## src/pcs_pkg.sv

```systemverilog
package pcs_pkg;

  // ==========================================================================
  // Timing
  // ==========================================================================
  localparam int SYS_CLK_PERIOD_NS = 10;
  // Lock time after a dynamic delay change; plain default, tune per part.
  localparam int LOCK_TIME_NS = 20000;
  localparam int LOCK_HOLD_CYCLES = (LOCK_TIME_NS + SYS_CLK_PERIOD_NS - 1) / SYS_CLK_PERIOD_NS;
  localparam int FINE_STEP_PS = 125;
  localparam int FINE_STEP_RAW = FINE_STEP_PS / (SYS_CLK_PERIOD_NS * 1000);
  localparam int FINE_STEP_CYCLES = (FINE_STEP_RAW < 1) ? 1 : FINE_STEP_RAW;
  localparam int FINE_MAX_STEPS = 16;
  // 22.5 degree steps make sixteen coarse steps per output period.
  localparam int COARSE_STEPS_PER_CYCLE = 16;
  localparam int LOCK_GOOD_COUNT = 4;

  // ==========================================================================
  // Sizes
  // ==========================================================================
  localparam int RATIO_W = 8;
  localparam int NUM_PRIMARY = 8;
  localparam int NUM_SECONDARY = 8;
  localparam int NUM_REGIONS = 20;
  localparam int SLICES_WITH_REGS = 3;
  localparam int NUM_CLOCK_PINS = 6;
  localparam int NUM_EDGE_CLOCKS = 6;
  localparam int NUM_ROUTE = 8;
  localparam int PRI_SEL_W = 4;
  localparam int CLK_SEL_W = 5;
  localparam int CTRL_SEL_W = 3;
  localparam int EDGE_SEL_W = 3;
  localparam int FINE_W = 5;
  localparam int COARSE_W = 4;
  localparam int TAP_DEPTH = 256;
  localparam int TAP_W = 8;

  // ==========================================================================
  // Encodings and reset values
  // ==========================================================================
  localparam logic [CLK_SEL_W-1:0] SEL_NONE = 5'h00;
  localparam logic [RATIO_W-1:0] OSC_HALF_RESET = 8'h08;
  localparam logic [RATIO_W-1:0] OSC_HALF_MIN = 8'h01;
  localparam logic [RATIO_W-1:0] OSC_HALF_MAX = 8'hFF;
  localparam int PIN_TOP0 = 0;
  localparam int PIN_TOP1 = 1;
  localparam int PIN_LEFT0 = 2;
  localparam int PIN_LEFT1 = 3;
  localparam int PIN_RIGHT0 = 4;
  localparam int PIN_RIGHT1 = 5;
  localparam int EDGE_TOP0 = 0;
  localparam int EDGE_LEFT0 = 2;
  localparam int EDGE_RIGHT0 = 4;

  typedef enum logic [2:0] {
    PCS_LOOP_ACQUIRE = 3'b001,
    PCS_LOOP_LOCKED  = 3'b010,
    PCS_LOOP_HOLDOFF = 3'b100
  } pcs_loop_state_type;

endpackage

```

## src/pcs_divider.sv

```systemverilog
`timescale 1ns/10ps
module pcs_divider
  import pcs_pkg::*;
(
  input  wire logic i_clk_sys,
  input  wire logic i_rst,
  input  wire logic i_tick,
  input  wire logic [RATIO_W-1:0] i_ratio,
  output logic o_pulse,
  output logic o_level
);

  logic [RATIO_W-1:0] count_ff;
  logic last;

  // A ratio of zero behaves as one so the divider never stalls.
  assign last = (i_ratio <= 8'h01) || (count_ff >= i_ratio - 8'h01);

  always_ff @(posedge i_clk_sys) begin
    if (i_rst) begin
      count_ff <= 8'h00;
      o_pulse <= 1'b0;
      o_level <= 1'b0;
    end else begin
      o_pulse <= i_tick && last;
      if (i_tick) begin
        count_ff <= last ? 8'h00 : count_ff + 8'h01;
        if (last) begin
          o_level <= ~o_level;
        end
      end
    end
  end

endmodule

```

## src/pcs_tap_delay.sv

```systemverilog
`timescale 1ns/10ps
module pcs_tap_delay
  import pcs_pkg::*;
#(
  parameter int DEPTH = TAP_DEPTH
) (
  input  wire logic i_clk_sys,
  input  wire logic i_rst,
  input  wire logic i_data,
  input  wire logic [TAP_W-1:0] i_tap_a,
  input  wire logic [TAP_W-1:0] i_tap_b,
  output logic o_tap_a,
  output logic o_tap_b
);

  logic [DEPTH-1:0] hist_ff;

  always_ff @(posedge i_clk_sys) begin
    if (i_rst) begin
      hist_ff <= '0;
      o_tap_a <= 1'b0;
      o_tap_b <= 1'b0;
    end else begin
      hist_ff <= {hist_ff[DEPTH-2:0], i_data};
      o_tap_a <= hist_ff[i_tap_a];
      o_tap_b <= hist_ff[i_tap_b];
    end
  end

endmodule

```

## src/pcs_clock_fabric.sv

```systemverilog
// Operation
// - Reference passes input divider, feedback passes feedback divider; feedback ratio multiplies.
// - Lock output rises once the oscillator tracks the divided reference.
// - Dynamic delay change drops lock; no relock before the lock time elapses.
// - Oscillator feeds a primary divider so it runs faster than primary output.
// - Secondary dividers take primary or shifted output and make slower outputs.
// - Phase and duty of shifted output come from static setting or fabric.
// - Fine delay inserts zero to sixteen 125 ps steps on the shifted output in dynamic mode (each step takes one 10 ns cycle); the static count is not clamped.
// - Coarse phase shifts both edges of shifted output in 22.5 degree steps.
// - Primary, both divided and shifted outputs all reach the distribution network.
// - Network offers eight quadrant primary clocks and eight secondary sources.
// - Six dedicated clock pins: two each top, left and right.
// - Region mux has eight sources: first four control, last four clock.
// - Last source also serves control; first three also serve clocks.
// - Twenty regions, each with eight secondary resources for clock or control.
// - Slice clock mux gets all primaries, seven secondaries and a routed signal.
// - Slice clock or control mux with nothing selected outputs logic one.
// - Only slices zero to two carry clock and control muxes.
// - Each edge clock is driven from same-edge pins, loops and delay loops; only left and right ones also from dividers.
// - Six edge clocks; left and right muxes get distinct loop outputs.
// - Both delay loops and top-left/top-right loops can also drive top edge clocks.
// - Slave delay-line clock reaches every left and right edge clock mux.
`timescale 1ns/10ps
module pcs_clock_fabric
  import pcs_pkg::*;
#(
  parameter int LOCK_HOLD = LOCK_HOLD_CYCLES,
  parameter logic [FINE_W-1:0] STATIC_FINE = 5'h00,
  parameter logic [COARSE_W-1:0] STATIC_COARSE = 4'h0,
  parameter logic [COARSE_W-1:0] STATIC_DUTY = 4'h0
) (
  input  wire logic i_clk_sys,
  input  wire logic i_rst,
  input  wire logic i_ref_clock_in,
  input  wire logic i_ref_route,
  input  wire logic i_ref_use_route,
  input  wire logic i_feedback_clock,
  input  wire logic [NUM_CLOCK_PINS-1:0] i_clock_pins,
  input  wire logic [1:0] i_dll_out,
  input  wire logic i_delay_line_clock,
  input  wire logic [1:0] i_clock_divider_block,
  input  wire logic [1:0] i_loop_top,
  input  wire logic [NUM_ROUTE-1:0] i_route,
  input  wire logic [RATIO_W-1:0] i_in_div,
  input  wire logic [RATIO_W-1:0] i_fb_div,
  input  wire logic [RATIO_W-1:0] i_prim_div,
  input  wire logic [RATIO_W-1:0] i_sec_div,
  input  wire logic [RATIO_W-1:0] i_sec_div_b,
  input  wire logic i_sec_src_shifted,
  input  wire logic i_dyn_mode,
  input  wire logic [FINE_W-1:0] i_fine_steps,
  input  wire logic [COARSE_W-1:0] i_coarse_steps,
  input  wire logic [COARSE_W-1:0] i_duty_steps,
  input  wire logic [NUM_PRIMARY*PRI_SEL_W-1:0] i_primary_sel,
  input  wire logic [NUM_SECONDARY*PRI_SEL_W-1:0] i_secondary_sel,
  input  wire logic [NUM_REGIONS*SLICES_WITH_REGS*CLK_SEL_W-1:0] i_slice_clk_sel,
  input  wire logic [NUM_REGIONS*SLICES_WITH_REGS*CTRL_SEL_W-1:0] i_slice_ctrl_sel,
  input  wire logic [NUM_EDGE_CLOCKS*EDGE_SEL_W-1:0] i_edge_sel,
  output logic o_lock,
  output logic o_primary_loop_out,
  output logic o_shifted_loop_out,
  output logic o_divided_loop_out,
  output logic o_divided_loop_out_b,
  output logic [NUM_PRIMARY-1:0] o_primary_clocks,
  output logic [NUM_SECONDARY-1:0] o_secondary_sources,
  output logic [NUM_REGIONS*NUM_SECONDARY-1:0] o_region_secondary,
  output logic [NUM_REGIONS*SLICES_WITH_REGS-1:0] o_slice_clock,
  output logic [NUM_REGIONS*SLICES_WITH_REGS-1:0] o_slice_ctrl,
  output logic [NUM_EDGE_CLOCKS-1:0] o_edge_clocks
);

  // ==========================================================================
  // Helpers
  // ==========================================================================
  // Select code zero means nothing is chosen; the output then idles high.
  function automatic logic pick_or_one(input logic [15:0] src, input logic [CLK_SEL_W-1:0] sel);
    logic [3:0] idx;
    idx = 4'(sel - 5'h01);
    if (sel == SEL_NONE || sel > 5'h10) begin
      pick_or_one = 1'b1;
    end else begin
      pick_or_one = src[idx];
    end
  endfunction

  // Coarse offset is steps times period over sixteen, clamped to the delay line.
  function automatic logic [TAP_W-1:0] shift_tap(input logic [RATIO_W-1:0] half_osc,
                                                 input logic [RATIO_W-1:0] prim,
                                                 input logic [COARSE_W-1:0] coarse,
                                                 input logic [FINE_W-1:0] fine);
    logic [31:0] period;
    logic [31:0] total;
    period = 32'(half_osc) * 32'((prim == 8'h00) ? 8'h01 : prim) * 32'd2;
    total = (32'(coarse) * period) / 32'(COARSE_STEPS_PER_CYCLE) + 32'(fine) * 32'(FINE_STEP_CYCLES);
    shift_tap = (total > 32'(TAP_DEPTH - 1)) ? TAP_W'(TAP_DEPTH - 1) : total[TAP_W-1:0];
  endfunction

  // ==========================================================================
  // Pin synchronisers
  // ==========================================================================
  localparam int NSYNC = NUM_CLOCK_PINS + 9;
  logic [NSYNC-1:0] sync1_ff;
  logic [NSYNC-1:0] sync2_ff;
  logic [NSYNC-1:0] pins_raw;

  assign pins_raw = {i_loop_top, i_clock_divider_block, i_delay_line_clock, i_dll_out,
                     i_feedback_clock, i_ref_clock_in, i_clock_pins};

  always_ff @(posedge i_clk_sys) begin
    if (i_rst) begin
      sync1_ff <= '0;
      sync2_ff <= '0;
    end else begin
      sync1_ff <= pins_raw;
      sync2_ff <= sync1_ff;
    end
  end

  logic [NUM_CLOCK_PINS-1:0] pin_s;
  logic ref_pin_s;
  logic fb_s;
  logic [1:0] dll_s;
  logic delay_line_s;
  logic [1:0] clock_divider_block_s;
  logic [1:0] loop_top_s;

  assign pin_s = sync2_ff[NUM_CLOCK_PINS-1:0];
  assign ref_pin_s = sync2_ff[NUM_CLOCK_PINS];
  assign fb_s = sync2_ff[NUM_CLOCK_PINS+1];
  assign dll_s = sync2_ff[NUM_CLOCK_PINS+3:NUM_CLOCK_PINS+2];
  assign delay_line_s = sync2_ff[NUM_CLOCK_PINS+4];
  assign clock_divider_block_s = sync2_ff[NUM_CLOCK_PINS+6:NUM_CLOCK_PINS+5];
  assign loop_top_s = sync2_ff[NUM_CLOCK_PINS+8:NUM_CLOCK_PINS+7];

  // ==========================================================================
  // Input and feedback dividers
  // ==========================================================================
  logic ref_sel;
  logic ref_d_ff;
  logic fb_d_ff;
  logic ref_div_pulse;
  logic fb_div_pulse;

  assign ref_sel = i_ref_use_route ? i_ref_route : ref_pin_s;

  always_ff @(posedge i_clk_sys) begin
    if (i_rst) begin
      ref_d_ff <= 1'b0;
      fb_d_ff <= 1'b0;
    end else begin
      ref_d_ff <= ref_sel;
      fb_d_ff <= fb_s;
    end
  end

  pcs_divider u_in_div (
    .i_clk_sys(i_clk_sys),
    .i_rst(i_rst),
    .i_tick(ref_sel && !ref_d_ff),
    .i_ratio(i_in_div),
    .o_pulse(ref_div_pulse),
    .o_level()
  );

  pcs_divider u_fb_div (
    .i_clk_sys(i_clk_sys),
    .i_rst(i_rst),
    .i_tick(fb_s && !fb_d_ff),
    .i_ratio(i_fb_div),
    .o_pulse(fb_div_pulse),
    .o_level()
  );

  // ==========================================================================
  // Detector and oscillator
  // ==========================================================================
  // Feedback ticks per divided reference tick steer the oscillator period:
  // none means too slow, more than one means too fast.
  logic [1:0] fb_seen_ff;
  logic [RATIO_W-1:0] osc_half_ff;
  logic [RATIO_W-1:0] osc_cnt_ff;
  logic osc_tick_ff;

  always_ff @(posedge i_clk_sys) begin
    if (i_rst) begin
      fb_seen_ff <= 2'h0;
    end else if (ref_div_pulse) begin
      fb_seen_ff <= {1'b0, fb_div_pulse};
    end else if (fb_div_pulse && fb_seen_ff != 2'h2) begin
      fb_seen_ff <= fb_seen_ff + 2'h1;
    end
  end

  always_ff @(posedge i_clk_sys) begin
    if (i_rst) begin
      osc_half_ff <= OSC_HALF_RESET;
    end else if (ref_div_pulse) begin
      if (fb_seen_ff == 2'h0 && osc_half_ff > OSC_HALF_MIN) begin
        osc_half_ff <= osc_half_ff - 8'h01;
      end else if (fb_seen_ff == 2'h2 && osc_half_ff < OSC_HALF_MAX) begin
        osc_half_ff <= osc_half_ff + 8'h01;
      end
    end
  end

  always_ff @(posedge i_clk_sys) begin
    if (i_rst) begin
      osc_cnt_ff <= 8'h00;
      osc_tick_ff <= 1'b0;
    end else begin
      osc_tick_ff <= (osc_cnt_ff + 8'h01 >= osc_half_ff);
      osc_cnt_ff <= (osc_cnt_ff + 8'h01 >= osc_half_ff) ? 8'h00 : osc_cnt_ff + 8'h01;
    end
  end

  // ==========================================================================
  // Phase and duty settings
  // ==========================================================================
  logic [FINE_W-1:0] fine_eff;
  logic [COARSE_W-1:0] coarse_eff;
  logic [COARSE_W-1:0] duty_eff;
  logic [FINE_W-1:0] fine_ff;
  logic [COARSE_W-1:0] coarse_ff;
  logic [COARSE_W-1:0] duty_ff;
  logic delay_change;

  // Dynamic fine counts above sixteen are clamped; the static setting is not.
  assign fine_eff = i_dyn_mode ? ((i_fine_steps > 5'(FINE_MAX_STEPS)) ? 5'(FINE_MAX_STEPS) : i_fine_steps)
                               : STATIC_FINE;
  assign coarse_eff = i_dyn_mode ? i_coarse_steps : STATIC_COARSE;
  assign duty_eff = i_dyn_mode ? i_duty_steps : STATIC_DUTY;
  assign delay_change = i_dyn_mode && (fine_eff != fine_ff || coarse_eff != coarse_ff || duty_eff != duty_ff);

  always_ff @(posedge i_clk_sys) begin
    if (i_rst) begin
      fine_ff <= 5'h00;
      coarse_ff <= 4'h0;
      duty_ff <= 4'h0;
    end else begin
      fine_ff <= fine_eff;
      coarse_ff <= coarse_eff;
      duty_ff <= duty_eff;
    end
  end

  // ==========================================================================
  // Lock tracking
  // ==========================================================================
  pcs_loop_state_type state_ff;
  logic [2:0] good_ff;
  logic [31:0] hold_ff;

  always_ff @(posedge i_clk_sys) begin
    if (i_rst) begin
      state_ff <= PCS_LOOP_ACQUIRE;
      good_ff <= 3'h0;
      hold_ff <= 32'h0;
    end else if (delay_change) begin
      state_ff <= PCS_LOOP_HOLDOFF;
      good_ff <= 3'h0;
      hold_ff <= 32'(LOCK_HOLD);
    end else begin
      unique case (state_ff)
        PCS_LOOP_ACQUIRE: begin
          if (ref_div_pulse) begin
            good_ff <= (fb_seen_ff == 2'h1) ? good_ff + 3'h1 : 3'h0;
            if (fb_seen_ff == 2'h1 && good_ff + 3'h1 >= 3'(LOCK_GOOD_COUNT)) begin
              state_ff <= PCS_LOOP_LOCKED;
            end
          end
        end
        PCS_LOOP_LOCKED: begin
          if (ref_div_pulse && fb_seen_ff != 2'h1) begin
            state_ff <= PCS_LOOP_ACQUIRE;
            good_ff <= 3'h0;
          end
        end
        PCS_LOOP_HOLDOFF: begin
          if (hold_ff <= 32'h1) begin
            state_ff <= PCS_LOOP_ACQUIRE;
            hold_ff <= 32'h0;
          end else begin
            hold_ff <= hold_ff - 32'h1;
          end
        end
        default: begin
          state_ff <= PCS_LOOP_ACQUIRE;
        end
      endcase
    end
  end

  always_ff @(posedge i_clk_sys) begin
    if (i_rst) begin
      o_lock <= 1'b0;
    end else begin
      o_lock <= (state_ff == PCS_LOOP_LOCKED) && !delay_change;
    end
  end

  // ==========================================================================
  // Output dividers and phase shift
  // ==========================================================================
  logic prim_level;
  logic tap_a;
  logic tap_b;
  logic shifted;
  logic shifted_d_ff;
  logic sec_src;
  logic sec_d_ff;
  logic div_a_level;
  logic div_b_level;
  logic [TAP_W-1:0] tap_a_idx_ff;
  logic [TAP_W-1:0] tap_b_idx_ff;

  pcs_divider u_prim_div (
    .i_clk_sys(i_clk_sys),
    .i_rst(i_rst),
    .i_tick(osc_tick_ff),
    .i_ratio(i_prim_div),
    .o_pulse(),
    .o_level(prim_level)
  );

  // Duty trim widens the high time by delaying the falling edge.
  always_ff @(posedge i_clk_sys) begin
    if (i_rst) begin
      tap_a_idx_ff <= 8'h00;
      tap_b_idx_ff <= 8'h00;
    end else begin
      tap_a_idx_ff <= shift_tap(osc_half_ff, i_prim_div, coarse_ff, fine_ff);
      tap_b_idx_ff <= shift_tap(osc_half_ff, i_prim_div, 4'(coarse_ff + duty_ff), fine_ff);
    end
  end

  pcs_tap_delay u_shift (
    .i_clk_sys(i_clk_sys),
    .i_rst(i_rst),
    .i_data(prim_level),
    .i_tap_a(tap_a_idx_ff),
    .i_tap_b(tap_b_idx_ff),
    .o_tap_a(tap_a),
    .o_tap_b(tap_b)
  );

  assign shifted = tap_a | tap_b;
  assign sec_src = i_sec_src_shifted ? shifted : prim_level;

  always_ff @(posedge i_clk_sys) begin
    if (i_rst) begin
      sec_d_ff <= 1'b0;
      shifted_d_ff <= 1'b0;
    end else begin
      sec_d_ff <= sec_src;
      shifted_d_ff <= shifted;
    end
  end

  pcs_divider u_sec_div (
    .i_clk_sys(i_clk_sys),
    .i_rst(i_rst),
    .i_tick(sec_src && !sec_d_ff),
    .i_ratio(i_sec_div),
    .o_pulse(),
    .o_level(div_a_level)
  );

  pcs_divider u_sec_div_b (
    .i_clk_sys(i_clk_sys),
    .i_rst(i_rst),
    .i_tick(sec_src && !sec_d_ff),
    .i_ratio(i_sec_div_b),
    .o_pulse(),
    .o_level(div_b_level)
  );

  always_ff @(posedge i_clk_sys) begin
    if (i_rst) begin
      o_primary_loop_out <= 1'b0;
      o_shifted_loop_out <= 1'b0;
      o_divided_loop_out <= 1'b0;
      o_divided_loop_out_b <= 1'b0;
    end else begin
      o_primary_loop_out <= prim_level;
      o_shifted_loop_out <= shifted_d_ff;
      o_divided_loop_out <= div_a_level;
      o_divided_loop_out_b <= div_b_level;
    end
  end

  // ==========================================================================
  // Primary and secondary sources
  // ==========================================================================
  // Selects are static configuration; a change while running may glitch.
  logic [3:0] loop_outs;
  logic [15:0] pri_src;
  logic [15:0] sec_src_vec;

  assign loop_outs = {div_b_level, div_a_level, shifted_d_ff, prim_level};
  assign pri_src = {i_route[1:0], clock_divider_block_s, dll_s, loop_outs, pin_s};
  assign sec_src_vec = {i_route[5:0], loop_outs, pin_s};

  always_ff @(posedge i_clk_sys) begin
    if (i_rst) begin
      o_primary_clocks <= '0;
      o_secondary_sources <= '0;
    end else begin
      for (int q = 0; q < NUM_PRIMARY; q++) begin
        o_primary_clocks[q] <= pri_src[i_primary_sel[q*PRI_SEL_W +: PRI_SEL_W]];
      end
      for (int s = 0; s < NUM_SECONDARY; s++) begin
        o_secondary_sources[s] <= sec_src_vec[i_secondary_sel[s*PRI_SEL_W +: PRI_SEL_W]];
      end
    end
  end

  // ==========================================================================
  // Region and slice selection
  // ==========================================================================
  logic [15:0] slice_clk_src;
  logic [15:0] slice_ctrl_src;

  // Secondary indices 0-2 join the clock side; index 7 joins the control side.
  assign slice_clk_src = {i_route[6], o_secondary_sources[7:4], o_secondary_sources[2:0],
                          o_primary_clocks};
  assign slice_ctrl_src = {10'h000, i_route[7], o_secondary_sources[7], o_secondary_sources[3:0]};

  always_ff @(posedge i_clk_sys) begin
    if (i_rst) begin
      o_region_secondary <= '0;
      o_slice_clock <= '1;
      o_slice_ctrl <= '1;
    end else begin
      for (int r = 0; r < NUM_REGIONS; r++) begin
        o_region_secondary[r*NUM_SECONDARY +: NUM_SECONDARY] <= o_secondary_sources;
        for (int k = 0; k < SLICES_WITH_REGS; k++) begin
          o_slice_clock[r*SLICES_WITH_REGS+k] <= pick_or_one(slice_clk_src,
            i_slice_clk_sel[(r*SLICES_WITH_REGS+k)*CLK_SEL_W +: CLK_SEL_W]);
          o_slice_ctrl[r*SLICES_WITH_REGS+k] <= pick_or_one(slice_ctrl_src,
            {2'b00, i_slice_ctrl_sel[(r*SLICES_WITH_REGS+k)*CTRL_SEL_W +: CTRL_SEL_W]});
        end
      end
    end
  end

  // ==========================================================================
  // Edge clocks
  // ==========================================================================
  logic [7:0] edge_top_src;
  logic [7:0] edge_left_src;
  logic [7:0] edge_right_src;

  assign edge_top_src = {1'b0, i_route[0], loop_top_s, dll_s, pin_s[PIN_TOP1], pin_s[PIN_TOP0]};
  assign edge_left_src = {i_route[1], clock_divider_block_s[0], delay_line_s, dll_s[0], shifted_d_ff, prim_level,
                          pin_s[PIN_LEFT1], pin_s[PIN_LEFT0]};
  assign edge_right_src = {i_route[2], clock_divider_block_s[1], delay_line_s, dll_s[1], div_b_level, div_a_level,
                           pin_s[PIN_RIGHT1], pin_s[PIN_RIGHT0]};

  always_ff @(posedge i_clk_sys) begin
    if (i_rst) begin
      o_edge_clocks <= '0;
    end else begin
      for (int e = 0; e < 2; e++) begin
        o_edge_clocks[EDGE_TOP0+e] <= edge_top_src[i_edge_sel[(EDGE_TOP0+e)*EDGE_SEL_W +: EDGE_SEL_W]];
        o_edge_clocks[EDGE_LEFT0+e] <= edge_left_src[i_edge_sel[(EDGE_LEFT0+e)*EDGE_SEL_W +: EDGE_SEL_W]];
        o_edge_clocks[EDGE_RIGHT0+e] <= edge_right_src[i_edge_sel[(EDGE_RIGHT0+e)*EDGE_SEL_W +: EDGE_SEL_W]];
      end
    end
  end

endmodule

```

## config.mk

```make
export PLATFORM = sky130hd
export DESIGN_NAME = pcs_clock_fabric
export DESIGN_NICKNAME = d
export VERILOG_FILES = /design/src/pcs_pkg.sv /design/src/pcs_divider.sv /design/src/pcs_tap_delay.sv /design/src/pcs_clock_fabric.sv
export SDC_FILE = /design/constraint.sdc
export NUM_CORES = 2
export LEC_CHECK = 0
export BUFFER_PORTS_ARGS = -buffer_cell sky130_fd_sc_hd__buf_2
export CORE_AREA = 2 2 367 369
export CTS_CLUSTER_DIAMETER = 60
export DETAILED_ROUTE_END_ITERATION = 8
export DIE_AREA = 0 0 369 371
export MAX_ROUTING_LAYER = met4
export PLACE_DENSITY_LB_ADDON = 0.2
export SYNTH_ARGS = -nofsm -noshare
export SYNTH_HDL_FRONTEND = slang
export SYNTH_SLANG_ARGS = --single-unit
export TNS_END_PERCENT = 100
```

## constraint.sdc

```tcl
create_clock -name i_clk_sys -period 22.6 [get_ports i_clk_sys]
set_input_delay 4.52 -clock i_clk_sys [delete_from_list [all_inputs] [get_ports i_clk_sys]]
set_output_delay 4.52 -clock i_clk_sys [all_outputs]
set_load 0.02 [all_outputs]
```

==> impl_metrics.json <==
{
  "met1_usage": 0.314,
  "cp_num_buf_inv": 6,
  "clk_latency_ns": 0.68,
  "die_w_um": 369,
  "grt_use_met2": 0.399,
  "synth_ff_type": "dfxtp_1",
  "max_freq_ghz": 0.0798,
  "coreArea_um2": 133000,
  "skew_ns": 0.0349,
  "critPathTopFamily": "adder cells",
  "yosysUniqueCellTypes": 76,
  "viasPerCell": 5.55,
  "numCtsBuffers": 89,
  "clkSinkCount": 577,
  "vias": 41700,
  "synth-edff-count": 0,
  "dieArea_um2": 137000,
  "stdcell_area_um2": 59500,
  "drc": 0,
  "vdd_drop_max_mv": 0.0476,
  "grt.overflow.total": 0,
  "drive_above_1_share": 0.341,
  "required_ns": 23.11,
  "grt_antenna_before_repair": 94,
  "cts_resized": 0,
  "powerDensity_nw_per_um2": 57.3,
  "routed_wl_um": 178000,
  "critPathCaptureType": "flip-flop",
  "grt_pass1_vias": 41200,
  "clk_path_buf_depth": 3,
  "track_usage": 0.260,
  "maxCapViolations": 0,
  "clockRootBuffer": "clkbuf_16",
  "tightest_slew_ns": 1.37,
  "finalSetupViolCount": 0,
  "use_met3": 0.0677,
  "hold_viol": 0,
  "nets": 6729,
  "syn_area_um2": 51100,
  "grt_busiest_layer": "met2",
  "initial_core_util": 0.385,
  "portBuffers": 950,
  "synth_seq_cells": 577,
  "cts_hold_buf": 0,
  "crit_fanout": 8,
  "synth.avg_cell_area_um2": 10.2,
  "power_uw": 3410,
  "area_growth_pct": 16.4,
  "fin_crit_sh": 0.554,
  "setup_tns_ns": 0,
  "yosys_warnings": 0,
  "clkSlewWorstSetupHoldPaths_ns": 0.05,
  "maxSlewHeadroom": 0.0836,
  "ant_nets": 0,
  "place_congestion": 0.916,
  "status": "finished, final reports clean",
  "ios": 951,
  "grt_max_degree": 100,
  "hold_path.class": "reg2reg",
  "dieHeight_um": 371,
  "async_flop_share": 0,
  "h-tree-depth": 3,
  "synth_fp_nets": 6138,
  "first_pass_iters": 5,
  "hpwlAfterDp_um": 132000,
  "crit_path_start_kind": "input port",
  "cpMaxStageDelayCell": "a31oi_1",
  "max_stage_delay_ns": 0.54,
  "critPathArrivalTime_ns": 13.04,
  "grt_pass1_wl_um": 261000,
  "placed_area_um2": 56000,
  "cts_tree": "done",
  "path_class": "in2reg",
  "min_period_ns": 12.53,
  "rsz0062_at_grt": "no",
  "drtIter0Drc": 3267,
  "wl_per_cell_um": 23.7,
  "rows": 134,
  "ys_seq_area_frac": 0.226,
  "syn_inst": 4993,
  "drv_slew": 0,
  "cts_setup_buffers": 0,
  "p_leak_uw": 0.0262
}
==> cells in the mapped netlist (9+ instances only) <==
master    count  area share
or4_1        11      0.0016
or2_2        65      0.0080
nor4_1       15      0.0018
nand2_1     347       0.025
o221ai_1     64       0.011
a21o_1       51      0.0075
nand4_1      21      0.0026
nand2b_1     24      0.0029
xor2_1      129       0.022
a31oi_1       9      0.0011
and3_1       15      0.0018
nor3_1       92      0.0090
xnor2_1     213       0.036
buf_4       153       0.022
o21a_1       13      0.0019
a21oi_1     130       0.013
o21ai_0      32      0.0031
a22oi_1      64      0.0094
nor2_1      350       0.026
mux2i_1      16      0.0031
a41oi_1       9      0.0015
o21bai_1     12      0.0018
nand3_1      34      0.0033
fa_1         95       0.037
mux2_2       60       0.013
or3_1        73      0.0089
and2_1      121       0.015
clkbuf_1    316       0.023
buf_2        20      0.0020
mux4_2      620        0.27
ha_1        406       0.099
dfxtp_1     577        0.23
inv_1       412       0.030
nor2b_1     332       0.041
==> stage by stage <==
| step | hold slack (ns) | setup slack (ns) | cells | utilization |
|---|---|---|---|---|
| after floorplan | 0.414 | 10.43 | 4993 | - |
| after global placement | 0.426 | 9.49 | 7261 | 0.422 |
| after detailed placement | 0.427 | 9.39 | 7261 | 0.422 |
| after CTS | 0.426 | 10.14 | 7424 | 0.446 |
| after global routing | 0.459 | 9.38 | 7504 | 0.448 |
| final | 0.412 | 10.07 | 7514 | 0.448 |
==> logic make-up (layout without fill, tap and decap cells) <==
group                      Yosys count  after routing  share of synthesized area
AOI/OAI and AO/OA                  441            441                     0.0595
xor gates and xnor gates           342            342                     0.0586
muxes                              696            696                      0.289
adders and majority gates          501            501                      0.137
and+or+nand+nor                   1526           1526                      0.151
other                                0             90                          0
buffers and inverters              910           1573                     0.0788
DFF                                577            577                      0.226
==> cell usage in the layout (no fill, tap or decap), types with 9 or more instances in the layout <==
| cell | synthesis | layout |
|---|---|---|
| xor2_1 | 129 | 129 |
| ha_1 | 406 | 406 |
| o21ai_0 | 32 | 32 |
| o221ai_1 | 64 | 64 |
| clkbuf_1 | 316 | 11 |
| nand4_1 | 21 | 21 |
| bufinv_16 | 0 | 13 |
| nor2_1 | 350 | 350 |
| dfxtp_1 | 577 | 556 |
| mux4_2 | 620 | 620 |
| and2_1 | 121 | 121 |
| or3_1 | 73 | 73 |
| or4_1 | 11 | 11 |
| buf_4 | 153 | 48 |
| fa_1 | 95 | 95 |
| inv_1 | 412 | 412 |
| xnor2_1 | 213 | 213 |
| clkbuf_8 | 0 | 15 |
| o21a_1 | 13 | 13 |
| nand3_1 | 34 | 34 |
| mux2_2 | 60 | 60 |
| a31oi_1 | 9 | 9 |
| nor2b_1 | 332 | 332 |
| nand2b_1 | 24 | 24 |
| mux2i_1 | 16 | 16 |
| nor3_1 | 92 | 92 |
| diode_2 | 0 | 90 |
| or2_2 | 65 | 65 |
| buf_2 | 20 | 949 |
| a41oi_1 | 9 | 9 |
| and3_1 | 15 | 15 |
| nor4_1 | 15 | 15 |
| a21oi_1 | 130 | 130 |
| nand2_1 | 347 | 347 |
| dfxtp_2 | 0 | 15 |
| clkbuf_16 | 0 | 93 |
| a21o_1 | 51 | 51 |
| o21bai_1 | 12 | 12 |
| a22oi_1 | 64 | 64 |
==> sequential cells by signal, indices dropped and copies added, names as in the netlist, 8 cells and up <==
register and flops:
u_shift.hist_ff 256, osc_cnt_ff 8, o_secondary_sources 8, u_sec_div.count_ff 8
sync1_ff 15, osc_half_ff 8, u_in_div.count_ff 8, sync2_ff 15
u_fb_div.count_ff 8, tap_a_idx_ff 8, o_primary_clocks 8, u_sec_div_b.count_ff 8
hold_ff 32, o_slice_clock 60, u_prim_div.count_ff 8, o_slice_ctrl 60
o_region_secondary 8, tap_b_idx_ff 8
==> area by class of cell <==
| class | count | area, um2 |
|---|---|---|
| antenna | 90 | 225 |
| inverter | 412 | 1550 |
| clock buffer | 119 | 2570 |
| tap | 1768 | 2210 |
| timing repair buffer | 998 | 5120 |
| clock inverter | 44 | 676 |
| sequential | 577 | 11600 |
| fill | 12600 | 73300 |
| multi-input combinational | 3506 | 35600 |
==> where the power goes <==
part	switching (uW)	leakage (uW)	internal [uW]	total, uW
Sequential	63.7	0.00471	1050	1120
Combinational	424	0.0199	362	787
Clock	553	0.00158	956	1510
Total	1040	0.0262	2370	3410
==> layer usage <==
layer,wire [um],part of all wire,up-vias
met2,83000,0.47,1849
met5,0,0,-
met1,70900,0.40,20600
met4,9440,0.053,0
met3,15100,0.084,407
li1,-,-,18900
==> path summary, 6_finish.rpt <==
check / cells after the start / startpoint / to / slack, ns
worst min register to register: 1 / sync1_ff[4] / sync2_ff[4] / 0.41
worst min-delay path: 1 / sync1_ff[4] / sync2_ff[4] / 0.41
worst max register to register: 33 / osc_half_ff[0] / tap_a_idx_ff[1] / 13.85
worst max-delay path: 35 / i_prim_div[0] / tap_a_idx_ff[1] / 10.07
(Power assumes the default switching activity.)
